==> config.mk <==
export PLATFORM = sky130hd
export DESIGN_NAME = optx_ctrl
export DESIGN_NICKNAME = d
export VERILOG_FILES = /design/src/verilog/unused_guard.sv /design/src/verilog/optx_pkg.sv /design/src/verilog/optx_ctrl.sv /design/src/verilog/sync2.sv
export SDC_FILE = /design/constraint.sdc
export NUM_CORES = 2
export LEC_CHECK = 0
export ABC_AREA = 1
export BUFFER_PORTS_ARGS = -buffer_cell sky130_fd_sc_hd__buf_2
export CORE_MARGIN = 2
export CORE_UTILIZATION = 35
export DETAILED_ROUTE_END_ITERATION = 16
export PLACE_DENSITY = 0.5
export SYNTH_ARGS = -nofsm -noshare
export SYNTH_HDL_FRONTEND = slang
export SYNTH_SLANG_ARGS = --single-unit
==> constraint.sdc <==
create_clock -name CORE_CLK -period 8.2 [get_ports CORE_CLK]
set_input_delay 0.82 -clock CORE_CLK [delete_from_list [all_inputs] [get_ports CORE_CLK]]
set_output_delay 0.82 -clock CORE_CLK [all_outputs]
set_load 0.005 [all_outputs]
==> src/verilog/unused_guard.sv <==
`timescale 1ns/1ps
`default_nettype none
`default_nettype wire
==> src/verilog/optx_pkg.sv <==
// Operation
// RULE_01 - Answer two-wire accesses at address 0xA0 with 256-byte identification memory.
// RULE_02 - Answer two-wire accesses at address 0xA2 with separate 256-byte diagnostic memory.
// RULE_03 - Page address 0xB0 is reserved for internal test; host must not use it.
// RULE_04 - Diagnostic memory gives live temperature, supply, bias, tx power, rx power readings.
// RULE_05 - Transmit-off request high turns transmitter off; low lets it run.
// RULE_06 - Undriven transmit-off request reads as high, keeping transmitter disabled.
// RULE_07 - Host leaves at least 10 ms between successive transmit-off assertions.
// RULE_08 - Soft transmit-off bit, byte 110 bit 6, ORed with pin, disables transmitter.
// RULE_09 - Byte 110 bit 7 reports current transmit-off state, read-only.
// RULE_10 - Cycling transmit-off control resets module fault state.
// RULE_11 - Catastrophic laser fault raises fault flag and disables the laser.
// RULE_12 - Fault flag is open-collector, low normal, high fault; host supplies pull-up.
// RULE_13 - Fault flag latches high; clears only on transmit-off toggle or power cycle.
// RULE_14 - Byte 110 bit 2 mirrors the latched transmitter fault.
// RULE_15 - Transmit-off and signal-loss flags are mirrored into diagnostic memory.
// RULE_16 - Signal-lost output low while optical input adequate, high when unusable.
// RULE_17 - Byte 110 bit 1 mirrors the signal-lost state.
// RULE_18 - Soft transmit-off bit is cleared at power-up.
package optx_pkg;

    // -----------------------------------------------------------------
    // Bus addresses and memory map
    // -----------------------------------------------------------------
    localparam logic [6:0] ID_DEV_ADDR    = 7'h50;   // 0xA0 >> 1
    localparam logic [6:0] DIAG_DEV_ADDR  = 7'h51;   // 0xA2 >> 1
    localparam logic [6:0] TEST_DEV_ADDR  = 7'h58;   // 0xB0 >> 1, never answered
    localparam logic [7:0] DIAG_MON_FIRST = 8'h60;   // Byte 96
    localparam logic [7:0] DIAG_MON_LAST  = 8'h69;   // Byte 105
    localparam logic [7:0] DIAG_CTRL_STAT = 8'h6e;   // Byte 110
    localparam int         CS_TX_OFF_BIT  = 7;
    localparam int         CS_SOFT_BIT    = 6;
    localparam int         CS_FAULT_BIT   = 2;
    localparam int         CS_LOS_BIT     = 1;
    localparam logic       SOFT_OFF_RESET = 1'b0;
    localparam logic       TX_PIN_RESET   = 1'b1;    // Pull-up level
    localparam logic [3:0] BITS_PER_BYTE  = 4'h8;

    // -----------------------------------------------------------------
    // Types
    // -----------------------------------------------------------------
    typedef struct packed {
        logic [15:0] temperature;
        logic [15:0] supply_voltage;
        logic [15:0] laser_bias;
        logic [15:0] tx_power;
        logic [15:0] rx_power;
    } monitors_t;

    typedef enum logic [3:0] {
        S_IDLE    = 4'h0,
        S_DEV     = 4'h1,
        S_DEVACK  = 4'h3,
        S_OFS     = 4'h2,
        S_OFSACK  = 4'h6,
        S_WDAT    = 4'h7,
        S_WDATACK = 4'h5,
        S_RDAT    = 4'h4,
        S_RDACK   = 4'hc
    } twi_state_t;

endpackage

==> src/verilog/optx_ctrl.sv <==
`timescale 1ns/1ps
`default_nettype none
module optx_ctrl (
    // Clock and reset
    input  wire logic                CORE_CLK,
    input  wire logic                SRST,
    // Two-wire serial bus
    input  wire logic                SCL,
    input  wire logic                SDA_I,
    output logic                     SDA_O,
    output logic                     SDA_OE,
    // Transmitter control
    input  wire logic                TX_OFF_REQUEST,
    input  wire logic                LASER_FAULT_DETECT,
    output logic                     LASER_ENABLE,
    output logic                     LASER_FAULT_FLAG_O,
    output logic                     LASER_FAULT_FLAG_OE,
    // Receiver status
    input  wire logic                RX_SIGNAL_LOST_DETECT,
    output logic                     RX_SIGNAL_LOST,
    // Live monitor readings
    input  wire optx_pkg::monitors_t MONITORS
);
    import optx_pkg::*;

    // -----------------------------------------------------------------
    // Input synchronisers
    // -----------------------------------------------------------------
    logic scl_s, sda_s, tx_pin_s, fault_s, los_s;

    sync2 #(.W(5), .RST_VAL({1'b1, 1'b1, TX_PIN_RESET, 1'b0, 1'b0})) u_sync (
        .clk  (CORE_CLK),
        .srst (SRST),
        .d    ({SCL, SDA_I, TX_OFF_REQUEST, LASER_FAULT_DETECT, RX_SIGNAL_LOST_DETECT}),
        .q    ({scl_s, sda_s, tx_pin_s, fault_s, los_s})
    );

    // -----------------------------------------------------------------
    // Transmitter control and fault latch
    // -----------------------------------------------------------------
    logic soft_off, next_soft_off;
    logic fault, next_fault;
    logic tx_off_d, next_tx_off_d;
    logic laser_en, next_laser_en;
    logic flag_oe, next_flag_oe;
    logic los, next_los;
    logic tx_off;
    logic wr_soft_strobe;
    logic wr_soft_val;

    assign tx_off = tx_pin_s | soft_off;                                  // [RULE_05] [RULE_06] [RULE_08]

    always_comb begin
        next_soft_off = wr_soft_strobe ? wr_soft_val : soft_off;
        next_tx_off_d = tx_off;
        next_los      = los_s;                                            // [RULE_16]
        // Clear on the rising edge of the disable (tx_off going high); a fault seen that cycle wins
        next_fault    = fault;
        if (tx_off && !tx_off_d) begin
            next_fault = 1'b0;                                            // [RULE_10] [RULE_13]
        end
        if (fault_s) begin
            next_fault = 1'b1;                                            // [RULE_11] [RULE_13]
        end
        next_laser_en = !(tx_off || next_fault);                          // [RULE_05] [RULE_11]
        // Registered so the pin cannot glitch; released in the same cycle the fault latches
        next_flag_oe  = !next_fault;                                      // [RULE_12]
    end

    always_ff @(posedge CORE_CLK) begin
        if (SRST) begin
            soft_off <= SOFT_OFF_RESET;                                   // [RULE_18]
            fault    <= 1'b0;
            tx_off_d <= TX_PIN_RESET;
            laser_en <= 1'b0;
            flag_oe  <= 1'b1;
            los      <= 1'b0;
        end else begin
            soft_off <= next_soft_off;
            fault    <= next_fault;
            tx_off_d <= next_tx_off_d;
            laser_en <= next_laser_en;
            flag_oe  <= next_flag_oe;
            los      <= next_los;
        end
    end

    assign LASER_ENABLE        = laser_en;
    assign RX_SIGNAL_LOST      = los;
    // Open collector: pull low while healthy, release to the host pull-up on fault
    assign LASER_FAULT_FLAG_O  = 1'b0;                                    // [RULE_12]
    assign LASER_FAULT_FLAG_OE = flag_oe;                                 // [RULE_12]

    // -----------------------------------------------------------------
    // Memories
    // -----------------------------------------------------------------
    logic [7:0] id_mem   [256];
    logic [7:0] diag_mem [256];
    logic [7:0] rd_byte;
    logic [7:0] ctrl_stat;
    logic [79:0] mon_vec;
    logic [3:0]  mon_idx;

    assign mon_vec = MONITORS;
    assign ctrl_stat = {tx_off, soft_off, 3'b000, fault, los, 1'b0};      // [RULE_09] [RULE_14] [RULE_15] [RULE_17]

    // -----------------------------------------------------------------
    // Two-wire slave
    // -----------------------------------------------------------------
    twi_state_t st, next_st;
    logic [3:0] cnt, next_cnt;
    logic [7:0] shreg, next_shreg;
    logic [7:0] ptr, next_ptr;
    logic       sel_diag, next_sel_diag;
    logic       rw, next_rw;
    logic       oe, next_oe;
    logic       scl_d, sda_d;
    logic       start_c, stop_c, scl_rise, scl_fall;
    logic       mem_we;

    assign start_c  = scl_s && scl_d && sda_d && !sda_s;
    assign stop_c   = scl_s && scl_d && !sda_d && sda_s;
    assign scl_rise = scl_s && !scl_d;
    assign scl_fall = !scl_s && scl_d;

    always_comb begin
        mon_idx = 4'(ptr - DIAG_MON_FIRST);
        if (!sel_diag) begin
            rd_byte = id_mem[ptr];                                        // [RULE_01]
        end else if (ptr >= DIAG_MON_FIRST && ptr <= DIAG_MON_LAST) begin
            rd_byte = mon_vec[79 - 8 * mon_idx -: 8];                     // [RULE_04]
        end else if (ptr == DIAG_CTRL_STAT) begin
            rd_byte = ctrl_stat;                                          // [RULE_15]
        end else begin
            rd_byte = diag_mem[ptr];                                      // [RULE_02]
        end
    end

    always_comb begin
        next_st        = st;
        next_cnt       = cnt;
        next_shreg     = shreg;
        next_ptr       = ptr;
        next_sel_diag  = sel_diag;
        next_rw        = rw;
        next_oe        = oe;
        mem_we         = 1'b0;
        wr_soft_strobe = 1'b0;
        wr_soft_val    = shreg[CS_SOFT_BIT];
        if (start_c) begin
            next_st  = S_DEV;
            next_cnt = 4'h0;
            next_oe  = 1'b0;
        end else if (stop_c) begin
            next_st = S_IDLE;
            next_oe = 1'b0;
        end else begin
            unique case (st)
                S_IDLE: begin
                    next_oe = 1'b0;
                end
                S_DEV, S_OFS, S_WDAT: begin
                    if (scl_rise && cnt != BITS_PER_BYTE) begin
                        next_shreg = {shreg[6:0], sda_s};
                        next_cnt   = cnt + 4'h1;
                    end else if (scl_fall && cnt == BITS_PER_BYTE) begin
                        next_oe = 1'b1;
                        if (st == S_DEV) begin
                            next_rw       = shreg[0];
                            next_sel_diag = (shreg[7:1] == DIAG_DEV_ADDR);
                            if (shreg[7:1] == ID_DEV_ADDR || shreg[7:1] == DIAG_DEV_ADDR) begin
                                next_st = S_DEVACK;                       // [RULE_01] [RULE_02]
                            end else begin
                                // Test page and foreign addresses are left unacknowledged
                                next_oe = 1'b0;                           // [RULE_03]
                                next_st = S_IDLE;
                            end
                        end else if (st == S_OFS) begin
                            next_ptr = shreg;
                            next_st  = S_OFSACK;
                        end else begin
                            mem_we   = 1'b1;
                            next_ptr = ptr + 8'h01;
                            next_st  = S_WDATACK;
                            if (sel_diag && ptr == DIAG_CTRL_STAT) begin
                                wr_soft_strobe = 1'b1;                    // [RULE_08]
                            end
                        end
                    end
                end
                S_DEVACK: begin
                    if (scl_fall) begin
                        next_cnt = 4'h0;
                        if (rw) begin
                            next_shreg = rd_byte;
                            next_oe    = !rd_byte[7];
                            next_st    = S_RDAT;
                        end else begin
                            next_oe = 1'b0;
                            next_st = S_OFS;
                        end
                    end
                end
                S_OFSACK, S_WDATACK: begin
                    if (scl_fall) begin
                        next_oe  = 1'b0;
                        next_cnt = 4'h0;
                        next_st  = S_WDAT;
                    end
                end
                S_RDAT: begin
                    if (scl_rise) begin
                        next_cnt = cnt + 4'h1;
                    end else if (scl_fall) begin
                        if (cnt == BITS_PER_BYTE) begin
                            next_oe  = 1'b0;
                            next_ptr = ptr + 8'h01;
                            next_st  = S_RDACK;
                        end else begin
                            next_shreg = {shreg[6:0], 1'b0};
                            next_oe    = !shreg[6];
                        end
                    end
                end
                S_RDACK: begin
                    // A master NACK ends the read; go to S_IDLE and wait for stop or start
                    if (scl_rise && sda_s) begin
                        next_st = S_IDLE;
                    end else if (scl_fall) begin
                        next_cnt   = 4'h0;
                        next_shreg = rd_byte;
                        next_oe    = !rd_byte[7];
                        next_st    = S_RDAT;
                    end
                end
                default: begin
                    next_st = S_IDLE;
                    next_oe = 1'b0;
                end
            endcase
        end
    end

    always_ff @(posedge CORE_CLK) begin
        if (SRST) begin
            st       <= S_IDLE;
            cnt      <= 4'h0;
            shreg    <= 8'h00;
            ptr      <= 8'h00;
            sel_diag <= 1'b0;
            rw       <= 1'b0;
            oe       <= 1'b0;
            scl_d    <= 1'b1;
            sda_d    <= 1'b1;
        end else begin
            st       <= next_st;
            cnt      <= next_cnt;
            shreg    <= next_shreg;
            ptr      <= next_ptr;
            sel_diag <= next_sel_diag;
            rw       <= next_rw;
            oe       <= next_oe;
            scl_d    <= scl_s;
            sda_d    <= sda_s;
        end
    end

    // Memory contents survive reset, as non-volatile storage would
    always_ff @(posedge CORE_CLK) begin
        if (mem_we && !sel_diag) begin
            id_mem[ptr] <= shreg;
        end
        if (mem_we && sel_diag) begin
            diag_mem[ptr] <= shreg;
        end
    end

    assign SDA_O  = 1'b0;
    assign SDA_OE = oe;
endmodule
`default_nettype wire

==> src/verilog/sync2.sv <==
`timescale 1ns/1ps
`default_nettype none
module sync2 #(
    parameter int          W       = 1,
    parameter logic [W-1:0] RST_VAL = '0
) (
    // Clock and reset
    input  wire logic         clk,
    input  wire logic         srst,
    // Data
    input  wire logic [W-1:0] d,
    output logic      [W-1:0] q
);
    logic [W-1:0] meta;

    always_ff @(posedge clk) begin
        if (srst) begin
            meta <= RST_VAL;
            q    <= RST_VAL;
        end else begin
            meta <= d;
            q    <= meta;
        end
    end
endmodule
`default_nettype wire

# After elaboration in Yosys (flattened, before gate mapping)
# Memory sizes are Yosys's and may differ from the RTL's. A register that Yosys moved wholly into a read port is not among the register bits.
# Index checks and enable logic that the tools add are counted.
[word_totals]
register_bits = 45
mem_bits_rw = 4096
in_bits = 87
output_inout_bits = 6
memories = 2
[op_classes]
addsub = 4
order_cmp = 2
eq_ne = 37
n_shift = 1
muxes = 79
n_bitwise = 5
n_reduce_logical = 43
[memory_table]
columns = ["memory", "depth", "width", "read_ports", "rd_ports_with_merged_regs", "wr", "line_no", "text"]
rows = [
  ["diag_mem", 256, 8, 1, 1, 1, "optx_ctrl.sv:98", "logic [7:0] diag_mem [256];"],
  ["id_mem", 256, 8, 1, 1, 1, "optx_ctrl.sv:97", "logic [7:0] id_mem [256];"],
]
[ops]
columns = ["cell", "n"]
rows = [
  ["2-to-1 mux 8 bit", 22],
  ["indexed part select 87 x 33 -> 8 bit", 1],
  ["2-to-1 mux 4 bit", 14],
  ["2-to-1 mux 1 bit", 35],
  ["!= test 4 bit (second input constant)", 8],
  ["case mux 8 bit (4 select lines)", 1],
  ["!= test 2 bit (second input constant)", 14],
  ["AND reduction 9 bit", 3],
  ["case mux 4 bit (6 select lines)", 1],
  ["== test 4 x 3 -> 1 bit (second input constant)", 4],
  ["case mux 4 bit (4 select lines)", 1],
  ["case mux 8 bit (2 select lines)", 1],
  ["logical AND 1 bit", 15],
  ["== test 7 bit (second input constant)", 2],
  ["AND reduction 11 bit", 1],
  ["zero test 1 bit", 10],
  ["OR reduction 3 bit", 3],
  ["adder 8 x 1 -> 8 bit (second input constant)", 1],
  ["== test 4 x 2 -> 1 bit (second input constant)", 2],
  ["== test 4 bit (second input constant)", 2],
  ["== test 8 x 7 -> 1 bit (second input constant)", 1],
  ["greater-or-equal comparator 8 x 7 -> 1 bit (second input constant)", 1],
  ["<= comparator 8 x 7 -> 1 bit (second input constant)", 1],
  ["AND reduction 8 bit", 1],
  ["18 further kinds", 26],
]

# Logic depth before layout (Yosys ltp)
[depth]
ltp_word = 11
depth_mapped = 21
mapped_depth_nobuf = 18

# Hierarchy
# Synthesis repeated with hierarchy kept, for this count alone.
[hier_totals]
cells_unflattened = 13733
hier_area_um2 = 168454.1
[by_module_without_submodules]
columns = ["mod", "n_inst", "cells_per_inst", "area_each_um2", "seq_area_each_um2"]
rows = [
  ["optx_ctrl", 1, 13702, 168172.5, 123858.8],
  ["sync2", 1, 31, 281.5, 200.2],
]

# Worst setup path after synthesis
# No wires, ideal clock.
[synth_path]
path_type = "flip-flop to flip-flop"
start = "reg shreg[6]"
end = "reg oe (netlist: SDA_OE)"
setup_time_ns = 0.116
t_arrival_ns = 8.120
setup_slack_ns = -0.036
path_stages_with_launch = 8
path_buffers = 0
synth_period_minus_slack_ns = 8.236
path_cell_list = "dfxtp_1 inv_1 nand3_1 o31ai_1 a22oi_1 nand2_1 nand2_1 a21oi_1"
[synth_between]
elab_chain_len = 7
[synth_lines]
columns = ["element", "line_no", "text"]
rows = [
  ["from (decl)", "optx_ctrl.sv:112", "logic [7:0] shreg, next_shreg;"],
  ["from (signal assigned)", "optx_ctrl.sv:258", "shreg <= next_shreg;"],
  ["== test 7 bit", "optx_ctrl.sv:171", "if (shreg[7:1] == ID_DEV_ADDR || shreg[7:1] == DIAG_DEV_ADDR) begin"],
  ["logical OR 1 bit", "optx_ctrl.sv:171", ""],
  ["2-to-1 mux 1 bit", "optx_ctrl.sv:171", ""],
  ["2-to-1 mux 1 bit", "optx_ctrl.sv:168", "if (st == S_DEV) begin"],
  ["2-to-1 mux 1 bit", "optx_ctrl.sv:166", "end else if (scl_fall && cnt == BITS_PER_BYTE) begin"],
  ["2-to-1 mux 1 bit", "optx_ctrl.sv:163", "if (scl_rise && cnt != BITS_PER_BYTE) begin"],
  ["case mux 1 bit (5 select lines) *", "optx_ctrl.sv:158", "unique case (st)"],
  ["to (signal assigned)", "optx_ctrl.sv:262", "oe <= next_oe;"],
  ["to (decl)", "optx_ctrl.sv:116", "logic oe, next_oe;"],
]
# Mark *: on every way between the ends. The rest lies on a longest branch, timed or not. The select of a mux whose other input is x is not followed.
# A chain may end at the register's enable or synchronous reset.

==> flow_summary.toml <==
[synth]
synth.avg_cell_area_sq_um = 12.27
synth-seq-cells = 4149
synth-compound-area-share_pct = 7.650
synthSimpleGateAreaFrac_pct = 15.27
ys_async_sr_fraction_pct = 0
ys.flop_type = "edfxtp_1"
yosysUniqueCellTypes = 46
syn-instance-count = 13740
yosys_warnings = 0
synth_fa_ha_area_share_pct = 0.05940
syn_area_sq_um = 168500
synth_edf_count = 4096
synth_area_leaders = "edfxtp_1, nand3_1, nand2_1, o21ai_0, nor2_1"
yosys.area.top_type = "edfxtp_1"
synthMuxAreaShare_pct = 0
synth_xor_area_share_pct = 0.02599
synth_top_family_by_area = "simple AND/OR/NAND/NOR gates"
yosysTopAreaCellShare_pct = 73.00
yosysSeqAreaShare_pct = 73.63

[sta]
hold_ws_ns = 0.2238
max_slew_margin_pct = 7.810
timing.final.ws_setup_ns = 3.384
finClkSkew_ns = 0.08519
fin_crit_ns = 4.816
fin_setup_tns_ns = 0
setup_viol_count_final = 0
rsz0062_at_grt = "no"
hold_viol_final = 0
max_freq_ghz = 0.2077
drv_slew = 0
fin_crit_sh_pct = 58.73
tightest_slew_ns = 1.372

[hold_path]
hold-path-endpoint = "u_sync.q[0]$_SDFF_PP0_"
hold_start = "SRST"
hold_class = "in -> reg"
min_delay_path_depth = 2

[global_route]
grt.overflow.total = 0
grt.total_usage_pct = 20.87
grt_pass1_wl_um = 765000
grt_max_degree = 190
antenna_found_initial = 22
grt_pass1_vias = 107100

[finish]
post-route-util_pct = 40.01
seqCellArea_sq_um = 124100
drive_gt1_share_pct = 10.09
fin_nets = 13940
area_growth_pct = 13.71
nFillCells = 45410
multi_input_area_sq_um = 39090

[floorplanning]
dieArea_sq_um = 487000
core_area_sq_um = 478900
io-pin-count = 93
die_h_um = 697.9
rows = 254
die_w_um = 697.9
start_util_pct = 35.18

[setup_path]
worstReg2RegEnd = "shreg[2]$_SDFFE_PP0P_"
crit_path_top_delay_cell = "buf_4"
crit_top_cell = "nand2_1"
reg2reg_depth = 17
crit_type = "reg -> reg"
required_ns = 9.15
worst-path-buf-inv = 3
cp_data_arrival_time_ns = 5.77
critPathLaunchType = "flop"
end_kind = "flop"
slowest_delay_ns = 0.61
crit_family = "simple AND/OR/NAND/NOR gates"
rrSetupSlack_ns = 3.38
cp_max_fo = 136
crit_path_cell_trace = "buf_12 > buf_12 > buf_4 > o21ai_0 > o22ai_1 > nand2_1 > nand3_1 > nand3_1 > nand3_1 > nand3_1 > nand3_1 > nand2_1 > nand2_1 > nand2_1 > nand2_1 > nand2_1 > a21oi_1"

[place]
dp_slack_ns = 3.471
dp_hpwl_um = 282400
place.gp.congestion = 0.8335
io_buffers = 90

[power_and_ir_drop]
p_leak_uw = 0.06441
p_per_area_nw_per_um2 = 282.3
cell_internal_pwr_uw = 37630
report.power.total_uw = 54100
p_switching_uw = 16460
switching_share_pct = 30.43
sequentialPowerShare_pct = 45.5
pwr-share-comb_pct = 18.1
clkPwrFrac_pct = 36.4
ir_drop_v = 0.0001906

[clock_network]
clk_latency_ns = 1.04
clkSinkCount = 4149
cts_tree = "built"
cts_buffers = 441
root_buffer = "clkbuf_16"
cts_setup_buffers = 0
clk_pin_slew_ns = 0.06
clock_path_buffers = 4
cts_max_level = 5

[routing]
first_iter_violations = 12090
routed-via-count = 112300
wl_um = 526500
wire_per_inst_um = 25.52
viasPerCell = 5.442
first_pass_iters = 6
ant_nets = 0
drc = 0

[status]
outcome = "finished clean"

[job]
drv_cap = 0
-- power groups by stage --
stage               clock network, uW  logic [uW]  registers, uW
floorplan                           0        5260          25900
global placement                    0        9760          25100
detailed placement                  0        9760          25100
CTS                             20000        9780          24600
global route                    20800       10500          24600
finish                          19700        9770          24600
-- cells by family (layout without fill, tap and decap cells) --
group,Yosys count,in the layout
flip-flops,4149,4149
buffers and inverters,1160,1649
AND/OR/NAND/NOR,6051,6051
AO/OA/AOI/OAI,2364,2364
XOR/XNOR,5,5
other,1,7
adder cells (fa/ha/maj),8,8
-- flip-flops by register name (all words and copies together) (netlist names), named ones only --
| signal | flops |
|---|---|
| id_mem | 2048 |
| soft_off | 1 |
| sda_d | 1 |
| rw | 1 |
| sel_diag | 1 |
| ptr | 8 |
| u_sync.q | 5 |
| tx_off_d | 1 |
| st | 4 |
| cnt | 4 |
| u_sync.meta | 5 |
| diag_mem | 2048 |
| LASER_FAULT_FLAG_OE | 1 |
| fault | 1 |
| LASER_ENABLE | 1 |
| RX_SIGNAL_LOST | 1 |
| scl_d | 1 |
| shreg | 8 |
| SDA_OE | 1 |
-- worst max-delay path by stage --
stage               slack [ns]  cells after the start                   from                   endpoint
floorplan                 0.12                      0  shreg[2]$_SDFFE_PP0P_   diag_mem[0][2]$_DFFE_PP_
detailed placement        3.47                      5    ptr[3]$_SDFFE_PP0P_  diag_mem[40][5]$_DFFE_PP_
CTS                       3.46                      5    ptr[3]$_SDFFE_PP0P_  diag_mem[89][4]$_DFFE_PP_
global placement          3.46                     17                   flop      shreg[0]$_SDFFE_PP0P_
global route              3.19                     20                   flop        SDA_OE$_SDFFE_PP0P_
finish                    3.38                     17                   flop      shreg[2]$_SDFFE_PP0P_
-- cells in the final DEF, fill, tap and decap left out, types with 32 or more instances in the layout --
| cell | Yosys | layout |
|---|---|---|
| bufinv_16 | 0 | 35 |
| clkbuf_1 | 459 | 95 |
| buf_4 | 179 | 594 |
| nand2_1 | 2166 | 2150 |
| o22ai_1 | 712 | 712 |
| nor3_1 | 514 | 482 |
| nor3_2 | 0 | 32 |
| a21oi_1 | 104 | 104 |
| clkbuf_16 | 0 | 447 |
| dfxtp_1 | 53 | 38 |
| clkinv_1 | 4 | 120 |
| o21ai_1 | 79 | 79 |
| buf_12 | 0 | 48 |
| nor2_1 | 1506 | 1506 |
| buf_2 | 314 | 91 |
| inv_1 | 74 | 70 |
| o21ai_0 | 1408 | 1408 |
| nand3_1 | 1848 | 1844 |
| clkinv_2 | 0 | 93 |
| edfxtp_1 | 4096 | 4096 |
-- synthesized netlist by cell type, types with 9 or more instances --
master    count
a211oi_1      9
a21oi_1     104
a31oi_1      10
buf_1        91
buf_2       314
buf_4       179
buf_6        33
clkbuf_1    459
dfxtp_1      53
edfxtp_1   4096
inv_1        74
nand2_1    2166
nand3_1    1848
nor2_1     1506
nor3_1      514
o211ai_1     13
o21ai_0    1408
o21ai_1      79
o22ai_1     712
-- worst reg2reg max path: cells and delay by family, from the launching register on --
family                 cells  cell delay (ns)
DFF                        1             0.56
and+or+nand+nor           11             1.73
buffers and inverters      3             1.95
AOI/OAI and AO/OA          3             0.50
-- cell type report --
| type | instances | share of cell area [%] |
|---|---|---|
| flip-flops and latches | 4149 | 64.78 |
| multi-input cells | 8430 | 20.40 |
| inverters | 82 | 0.1802 |
| clock inverters | 281 | 1.302 |
| clock buffers | 547 | 6.060 |
| diodes | 5 | 0.006530 |
| well taps | 6400 | 4.179 |
| repair buffers | 739 | 3.097 |
-- layer usage --
metal	GRT usage, %	routed length [um]	vias to the layer above
li1	-	-	50600
met4	6.338	16010	4
met1	29.87	232400	57020
met2	33.03	242700	3888
met5	0	22	-
met3	2.852	35330	769
-- timing repair --
item                                   CTS  global route
resized for setup                        0             0
endpoints found under the hold margin    5             0
hold buffers                             5             0
-- through the flow --
stage                     area [sq um]  std cells
after global placement          177400      19790
after floorplan                 168500      13740
after CTS                       191500      20620
final                           191600      20630
after global routing            191600      20630
after detailed placement        177400      19790
No activity file was read; power rests on OpenSTA's default activity.
